[config.mk]
export PLATFORM = sky130hd
export DESIGN_NAME = hif_host_ident
export DESIGN_NICKNAME = d
export VERILOG_FILES = /design/src/hif_pkg.sv /design/src/hif_host_ident.sv
export SDC_FILE = /design/constraint.sdc
export NUM_CORES = 1
export LEC_CHECK = 0
export ABC_AREA = 1
export BUFFER_PORTS_ARGS = -buffer_cell sky130_fd_sc_hd__clkbuf_2
export CAP_MARGIN = 15
export CORE_AREA = 2 2 272 274
export DETAILED_ROUTE_END_ITERATION = 10
export DIE_AREA = 0 0 274 276
export PLACE_DENSITY_LB_ADDON = 0.3
export SLEW_MARGIN = 20
export SYNTH_ARGS = -nofsm -noshare
export SYNTH_HDL_FRONTEND = slang
export SYNTH_SLANG_ARGS = --single-unit
[constraint.sdc]
create_clock -name clock -period 1.7 [get_ports clock]
set_input_delay 0.255 -clock clock [delete_from_list [all_inputs] [get_ports clock]]
set_output_delay 0.255 -clock clock [all_outputs]
set_load 0.05 [all_outputs]
[src/hif_pkg.sv]
// Constants for the host identifier feature command handler.
// Assumes a command front end that presents decoded feature commands.
// Summary of operation
// - Dword 11 bit 0 selects 128-bit identifier; bits 31:1 reserved.
// - Wide select without wide support completes Invalid Field in Command.
// - Width mismatch with another controller completes Inconsistent Format.
// - Identifier buffer is 8 bytes narrow, 16 bytes wide.
// - Get feature 81h returns stored identifier in data buffer.
// - Equal non-zero identifiers of equal width mean same host, sharing reservation rights.
// - Zero identifier is valid; two zeros mean different hosts.
// - On PCIe the feature is optional; narrow and/or wide width supported.
// - On PCIe a set feature may change the identifier at any time.
// - On fabrics the identifier is always the 128-bit form; wide_id_select stays 0 from reset until connect_load.
// - On fabrics a set feature for this feature aborts Command Sequence Error.
// - On fabrics a narrow get feature aborts Invalid Field in Command.
// - A completion entry is posted in the same cycle as the feature is applied.
package hif_pkg;
    localparam logic [7:0]  FID_HOST_IDENT    = 8'h81;
    localparam int          WIDE_SEL_BIT      = 0;
    localparam int          ID_BITS           = 128;
    localparam int          NARROW_BITS       = 64;
    localparam logic [7:0]  SC_SUCCESS        = 8'h00;
    localparam logic [7:0]  SC_INVALID_FIELD  = 8'h02;
    localparam logic [7:0]  SC_CMD_SEQ_ERROR  = 8'h0C;
    localparam logic [7:0]  SC_ID_INCONSIST   = 8'h14;
    localparam logic [127:0] ID_RESET         = 128'h0;
    typedef enum logic [2:0] {
        HIF_IDLE  = 3'b001,
        HIF_EXEC  = 3'b010,
        HIF_DONE  = 3'b100
    } hif_state_e;
endpackage : hif_pkg

[src/hif_host_ident.sv]
// Host identifier feature handler: set/get, status, same-host compare.
// Assumes a one-command-at-a-time front end and a single clock.
`timescale 1ns/1ps
module hif_host_ident #(
    parameter bit WIDE_SUPPORTED   = 1'b1,
    parameter bit NARROW_SUPPORTED = 1'b1
) (
    // Clock and reset
    input  wire logic          clock,
    input  wire logic          reset,
    // Transport: high for fabrics, low for PCIe
    input  wire logic          fabrics_mode,
    // Command request
    input  wire logic          cmd_valid,
    input  wire logic          cmd_is_set,
    input  wire logic [7:0]    cmd_fid,
    input  wire logic [31:0]   cmd_dw11,
    input  wire logic [127:0]  cmd_data,
    // Connect-time load on fabrics
    input  wire logic          connect_load,
    input  wire logic [127:0]  connect_ident,
    // Width in use by other controllers in the subsystem
    input  wire logic          peer_present,
    input  wire logic          peer_wide,
    // Peer identifier for same-host check
    input  wire logic [127:0]  peer_ident,
    input  wire logic          peer_ident_wide,
    // Completion
    output logic               cpl_valid,
    output logic [7:0]         cpl_status,
    output logic [127:0]       cpl_data,
    output logic               cmd_ready,
    // Stored state
    output logic [127:0]       host_ident_value,
    output logic               wide_id_select,
    output logic               same_host
);
    import hif_pkg::*;

    // Refuse a build that supports no width at all
    if (!WIDE_SUPPORTED && !NARROW_SUPPORTED) begin : g_no_width
        $error("At least one identifier width must be supported");
    end

    hif_state_e state;
    logic       req_set;
    logic       req_wide;
    logic [127:0] req_data;

    function automatic logic [7:0] check(input logic is_set, input logic wide, input logic fab);
        if (fab && is_set)
            check = SC_CMD_SEQ_ERROR;
        else if (fab && !wide)
            check = SC_INVALID_FIELD;
        else if (wide && !WIDE_SUPPORTED)
            check = SC_INVALID_FIELD;
        else if (!wide && !NARROW_SUPPORTED && !fab)
            check = SC_INVALID_FIELD;
        else if (is_set && peer_present && peer_wide != wide)
            check = SC_ID_INCONSIST;
        else
            check = SC_SUCCESS;
    endfunction : check

    // Command sequencing
    always_ff @(posedge clock) begin
        if (reset) begin
            state    <= HIF_IDLE;
            req_set  <= 1'b0;
            req_wide <= 1'b0;
            req_data <= ID_RESET;
        end else begin
            unique case (state)
                HIF_IDLE: begin
                    if (cmd_valid && cmd_fid == FID_HOST_IDENT) begin
                        state    <= HIF_EXEC;
                        req_set  <= cmd_is_set;
                        req_wide <= cmd_dw11[WIDE_SEL_BIT];
                        req_data <= cmd_data;
                    end
                end
                HIF_EXEC: state <= HIF_DONE;
                HIF_DONE: state <= HIF_IDLE;
                default:  state <= HIF_IDLE;
            endcase
        end
    end

    // Stored identifier
    always_ff @(posedge clock) begin
        if (reset) begin
            host_ident_value <= ID_RESET;
            wide_id_select   <= 1'b0;
        end else if (fabrics_mode && connect_load) begin
            host_ident_value <= connect_ident;
            wide_id_select   <= 1'b1;
        end else if (state == HIF_EXEC && req_set
                     && check(req_set, req_wide, fabrics_mode) == SC_SUCCESS) begin
            wide_id_select   <= req_wide;
            host_ident_value <= req_wide ? req_data
                : {{(ID_BITS-NARROW_BITS){1'b0}}, req_data[NARROW_BITS-1:0]};
        end
    end

    // Completion
    always_ff @(posedge clock) begin
        if (reset) begin
            cpl_valid  <= 1'b0;
            cpl_status <= SC_SUCCESS;
            cpl_data   <= ID_RESET;
            cmd_ready  <= 1'b0;
        end else begin
            cmd_ready <= (state == HIF_IDLE) && !(cmd_valid && cmd_fid == FID_HOST_IDENT);
            cpl_valid <= (state == HIF_EXEC);
            if (state == HIF_EXEC) begin
                cpl_status <= check(req_set, req_wide, fabrics_mode);
                if (!req_set && check(req_set, req_wide, fabrics_mode) == SC_SUCCESS)
                    cpl_data <= req_wide ? host_ident_value
                        : {{(ID_BITS-NARROW_BITS){1'b0}}, host_ident_value[NARROW_BITS-1:0]};
                else
                    cpl_data <= ID_RESET;
            end
        end
    end

    // Same host only for equal non-zero identifiers of equal width
    always_ff @(posedge clock) begin
        if (reset)
            same_host <= 1'b0;
        else
            same_host <= (peer_ident == host_ident_value)
                && (peer_ident_wide == wide_id_select)
                && (host_ident_value != ID_RESET);
    end
endmodule : hif_host_ident

======== Word level (Yosys, flattened, before mapping) ========
Index checks and enable logic that the tools add are counted.
storage, ports and cells
  register bits after elaboration ......... 401
  word-level logic and storage cells ...... 54
  output and inout bits ................... 268
  input bits .............................. 433
operators by class
  equal/unequal tests ..................... 7
  reductions and logical operators ........ 20
  muxes and demuxes ....................... 16
operators with widths
  cell                                           number
  two-way mux 128 bit                            5
  == test 128 bit                                1
  nonzero test 128 bit                           1
  two-way mux 8 bit                              5
  zero test 8 bit                                2
  logical AND 1 bit                              12
  two-way mux 5 bit                              2
  == test 8 bit, second input constant           1
  case mux 3 bit (2 select lines)                1
  == test 3 x 1 -> 1 bit, second input constant  1
  == test 3 x 2 -> 1 bit, second input constant  1
  zero test 1 bit                                3
  two-way mux 3 bit                              1
  two-way mux 1 bit                              2
  inequality test 2 bit, second input constant   1
  AND reduction 2 bit                            1
  nonzero test 2 bit                             1
  == test 1 bit                                  1
  inequality test 1 bit                          1

======== Depth between registers and ports, before layout ========
  depth in word-level cells ............... 11
  depth in mapped cells ................... 13
  depth with buffers taken out ............ 12

======== Worst setup path before layout ========
Ideal clock, no wire load.
  kind .................................... flip-flop to flip-flop
  from .................................... register host_ident_value[111]
  to ...................................... register same_host
  stages on the path, launching flop included .. 10
  library setup time ...................... 64 ps
  slack ................................... 75 ps
  clock period less this slack ............ 1625 ps
  arrival time ............................ 1561 ps
  data required time ...................... 1636 ps
  buffers on the path ..................... 0
  path through ............................ dfxtp_1 inv_1 nand2_1 o21ai_0 or2_2 nor2_1 nand3_1 nor2_1 nand3_1 nor2_1
on the way
  word-level cells in the longest chain between the ends .. 3
  elaborated cells between the ends (all ways) .. 4
ends and longest elaborated chain
  item                      line                   source
  start: declaration        hif_host_ident.sv:34   output logic [127:0] host_ident_value,
  start signal: assignment  hif_host_ident.sv:95   host_ident_value <= connect_ident;
  start signal: assignment  hif_host_ident.sv:100  host_ident_value <= req_wide ? req_data
  == test 128 bit           hif_host_ident.sv:131  same_host <= (peer_ident == host_ident_value)
  logical AND 1 bit         hif_host_ident.sv:132  && (peer_ident_wide == wide_id_select)
  logical AND 1 bit *       hif_host_ident.sv:133  && (host_ident_value != ID_RESET);
  end signal: assignment    hif_host_ident.sv:131
  end: declaration          hif_host_ident.sv:36   output logic same_host
Every way passes the cells marked *; elsewhere a longest branch is shown, timed or not.
A chain may end at the register's enable or synchronous reset.

======== Final worst setup path ========
  from .................................... register state[1]
  to ...................................... register host_ident_value[105]
on the way
  word-level cells in the longest chain between the ends .. 4
ends and longest elaborated chain
  item                          line                  source
  start: declaration            hif_host_ident.sv:45  hif_state_e state;
  start signal: assignment      hif_host_ident.sv:68  state <= HIF_IDLE;
  start signal: assignment      hif_host_ident.sv:76  state <= HIF_EXEC;
  start signal: assignment      hif_host_ident.sv:82  HIF_EXEC: state <= HIF_DONE;
  == test 3 x 2 -> 1 bit        hif_host_ident.sv:97  end else if (state == HIF_EXEC && req_set
  logical AND 1 bit             hif_host_ident.sv:97
  logical AND 1 bit             hif_host_ident.sv:98  && check(req_set, req_wide, fabrics_mode) == SC_SUCCESS) begin
  nonzero test 2 bit (no line)  n/a
No other way between the ends.

==> results.cfg <==
[status]
outcome = complete, but fails checks
violations = negative setup slack

[sta]
max_freq_mhz = 571.6
finalHoldViolations = 0
maxSlewHeadroom_pct = 53.89
tightest_slew_ns = 0.6845
skew_ns = 0.03151
min_period_over_period_pct = 102.9
setup_violations = 17
slew_viol_final = 0
finalCriticalPeriod_ns = 1.749
hold_ws_ns = 0.02844
rsz0062_at_grt = true
finalSetupTns_ns = -0.1571
setup_ws_ns = -0.04941

[yosys]
synth_area_leader_cell = dfxtp_1
synth_top_cells_by_count = nor2_1 (629), nand2_1 (575), dfxtp_1 (397), inv_1 (335), nand3_1 (131)
ys_ff_latch = 397
synthTopCellsByArea = dfxtp_1 (42%), nor2_1 (12%), nand2_1 (11%), inv_1 (6.6%), a211oi_1 (5.1%)
syn_inst = 2773
synth_edf_count = 0
yosysMostFrequentCell = nor2_1
ys.flop_type = dfxtp_1
avgSynthCellArea_um2 = 6.880
synth-seq-area-share_pct = 41.66
syn-cell-area_um2 = 19080
synth-async-reset-ratio_pct = 0
yosysTopAreaCellShare_pct = 41.66
yosys_warnings = 0
ys_types = 32

[power_and_ir_drop]
power.leakage_uw = 0.01412
pwr-share-comb_pct = 18.2
max-vdd-ir-drop_v = 0.0008455
p_int_uw = 18020
switching_share_pct = 29.65
total_power_uw = 25610
pwr_density_cell_nw_per_um2 = 860.2
pwr-share-clk_pct = 43.7
p_seq_share_pct = 38.1
p_sw_uw = 7593

[cts]
cts_root_buf = clkbuf_16
clk_latency_ns = 0.61
cts_tree = done
h-tree-depth = 2
clk_path_buf_depth = 3
cts_made_buffers = 50
clock-sinks = 397
path_clk_slew_ns = 0.07

[route]
first_pass_iters = 5
postRouteAntennaNets = 0
wire_per_inst_um = 21.15
vias_per_cell = 4.524
vias = 21665
drtIter0Drc = 1497
drc = 0
drt-total-wl_um = 101300

[global_route]
grt_overflow_total = 0
grt_pass1_wl_um = 140600
antenna_found_initial = 31
grt_max_degree = 104
grt_usage_pct = 25.28
first_global_vias = 21243

[worst_hold_path]
hp-class = primary input to flop

[critical_path]
critPathMaxFanout = 5
critical_path_class = flop to flop
cp_top_family = simple AND/OR/NAND/NOR gates
worst-path-buf-inv = 4
cp_data_required_time_ns = 2.19
cpPeakStageDelay_ns = 0.35
startpoint_type = flop
slowest_stage = dfxtp_2
worstPathArrival_ns = 2.24
cp-end-kind = flop
cp_cell_sequence = nand2_2, nor2_4, inv_6, a21oi_4, and2_4, nand2_8, nand2_8, inv_16, buf_4, buf_4, nor2_2, nor2_1

[run]
maxCapViolCount = 0

[floorplan]
fp.dieH_um = 276
io-pin-count = 701
dieArea_um2 = 75620
fp.dieW_um = 274
start_util_pct = 26.29
rows = 99
core_um2 = 72590

[final_layout]
multi_input_area_um2 = 9356
register_area_um2 = 8005
nNetsFinal = 4211
drive_gt1_share_pct = 32.41
final_cell_area_um2 = 29770
syn_to_final_growth_pct = 56.04
fillers = 7673

[place]
portBuffers = 665
placed_area_um2 = 25320
hpwl_um = 77190
post-place-ws_ns = -0.1574
gp_congestion = 0.9183
## metal layers
| metal | global-route usage, % | vias to the layer above | share of wire [%] |
|---|---|---|---|
| met5 | 0 | - | 0.15 |
| met4 | 9.323 | 26 | 3.5 |
| met3 | 5.628 | 174 | 7.2 |
| met2 | 41.41 | 785 | 46 |
| met1 | 32.32 | 9882 | 43 |
| li1 | - | 10798 | - |
## registers in the layout (all words and copies together), names as in the netlist
signal,cells
cpl_data,128
req_set,1
wide_id_select,1
same_host,1
cmd_ready,1
req_data,128
req_wide,1
cpl_valid,1
cpl_status,4
state,3
host_ident_value,128
## layout make-up
cell class | instances | area share, %
timing repair buffer | 1121 | 27.40
timing repair inverter | 2 | 0.06724
clock buffer | 65 | 4.732
sequential | 397 | 26.89
clock inverter | 23 | 0.9414
multi-input combinational | 1866 | 31.43
inverter | 340 | 4.375
antenna | 16 | 0.1345
tap | 959 | 4.030
## power groups by stage
stage | Clock [µW] | Sequential [µW] | Combinational [µW]
floorplan | 0 | 10600 | 1380
global placement | 0 | 9960 | 4120
detailed placement | 0 | 9960 | 4120
CTS | 11400 | 9760 | 4580
global route | 11800 | 9780 | 4990
finish | 11200 | 9760 | 4650
## stage by stage
step	cells	util (%)
finish	4789	41.02
global route	4787	41.01
CTS	4763	40.21
detailed placement	4497	34.88
global placement	4497	34.88
floorplan	2776	-
## worst reg2reg max path, cell delays in order (launching register included)
cell and delay, ns:
dfxtp_2 0.35, nand2_2 0.06, nor2_4 0.14, inv_6 0.05
a21oi_4 0.11, and2_4 0.19, nand2_8 0.07, nand2_8 0.14
inv_16 0.07, buf_4 0.13, buf_4 0.13, nor2_2 0.13
nor2_1 0.06
## layout by cell type (no fill, tap or decap), types with 6 or more instances in the layout
| cell | synthesis | routed |
|---|---|---|
| clkbuf_2 | 0 | 615 |
| nand2_1 | 575 | 565 |
| nor2_1 | 629 | 562 |
| dfxtp_1 | 397 | 365 |
| inv_1 | 335 | 334 |
| buf_4 | 5 | 218 |
| dlygate4sd3_1 | 0 | 172 |
| nand3_1 | 131 | 130 |
| a211oi_1 | 130 | 129 |
| a21oi_1 | 130 | 121 |
| mux2_2 | 64 | 64 |
| a22oi_1 | 64 | 64 |
| clkbuf_16 | 0 | 57 |
| nor2_2 | 0 | 50 |
| buf_12 | 0 | 41 |
| o21ai_0 | 41 | 40 |
| clkbuf_4 | 0 | 39 |
| nand3b_1 | 30 | 30 |
| dfxtp_2 | 0 | 25 |
| xnor2_1 | 24 | 22 |
| nor2_4 | 1 | 18 |
| nand4_1 | 17 | 17 |
| diode_2 | 0 | 16 |
| clkbuf_8 | 0 | 16 |
| buf_6 | 26 | 13 |
| clkinv_2 | 0 | 10 |
| a21oi_2 | 1 | 9 |
| nand2_2 | 1 | 8 |
| inv_6 | 0 | 7 |
| dfxtp_4 | 0 | 7 |
| nor3_1 | 6 | 6 |
| clkbuf_1 | 99 | 6 |
## timing repair
item                                    4_1_cts  5_1_grt
endpoints found under the setup margin      147      325
resized for setup                           115      125
hold buffers                                172        0
endpoints found under the hold margin       171        0
buffers inserted                              4        3
pin swaps                                     2       11
gates cloned                                  4        7
## path summary, 6_finish.rpt
check / from / end / slack [ns] / cells past startpoint
worst max-delay path: state[1] / host_ident_value[105] / -0.05 / 12
worst max register to register: state[1] / host_ident_value[105] / -0.05 / 12
worst min register to register: req_data[54] / req_data[54] / 0.45 / 2
worst min-delay path: connect_ident[10] / host_ident_value[10] / 0.03 / 4
## cells by family (layout without fill, tap and decap cells)
| family | after synthesis | in the layout | share of synthesized area (%) |
|---|---|---|---|
| multiplexers | 64 | 64 | 3.777 |
| AO/OA/AOI/OAI | 372 | 372 | 12.38 |
| AND/OR/NAND/NOR | 1397 | 1397 | 29.42 |
| XOR/XNOR | 29 | 29 | 1.331 |
| buffers and inverters | 513 | 1551 | 11.41 |
| flip-flops | 397 | 397 | 41.66 |
| other | 1 | 20 | 0.01965 |
Power figures use the tool's default switching activity.
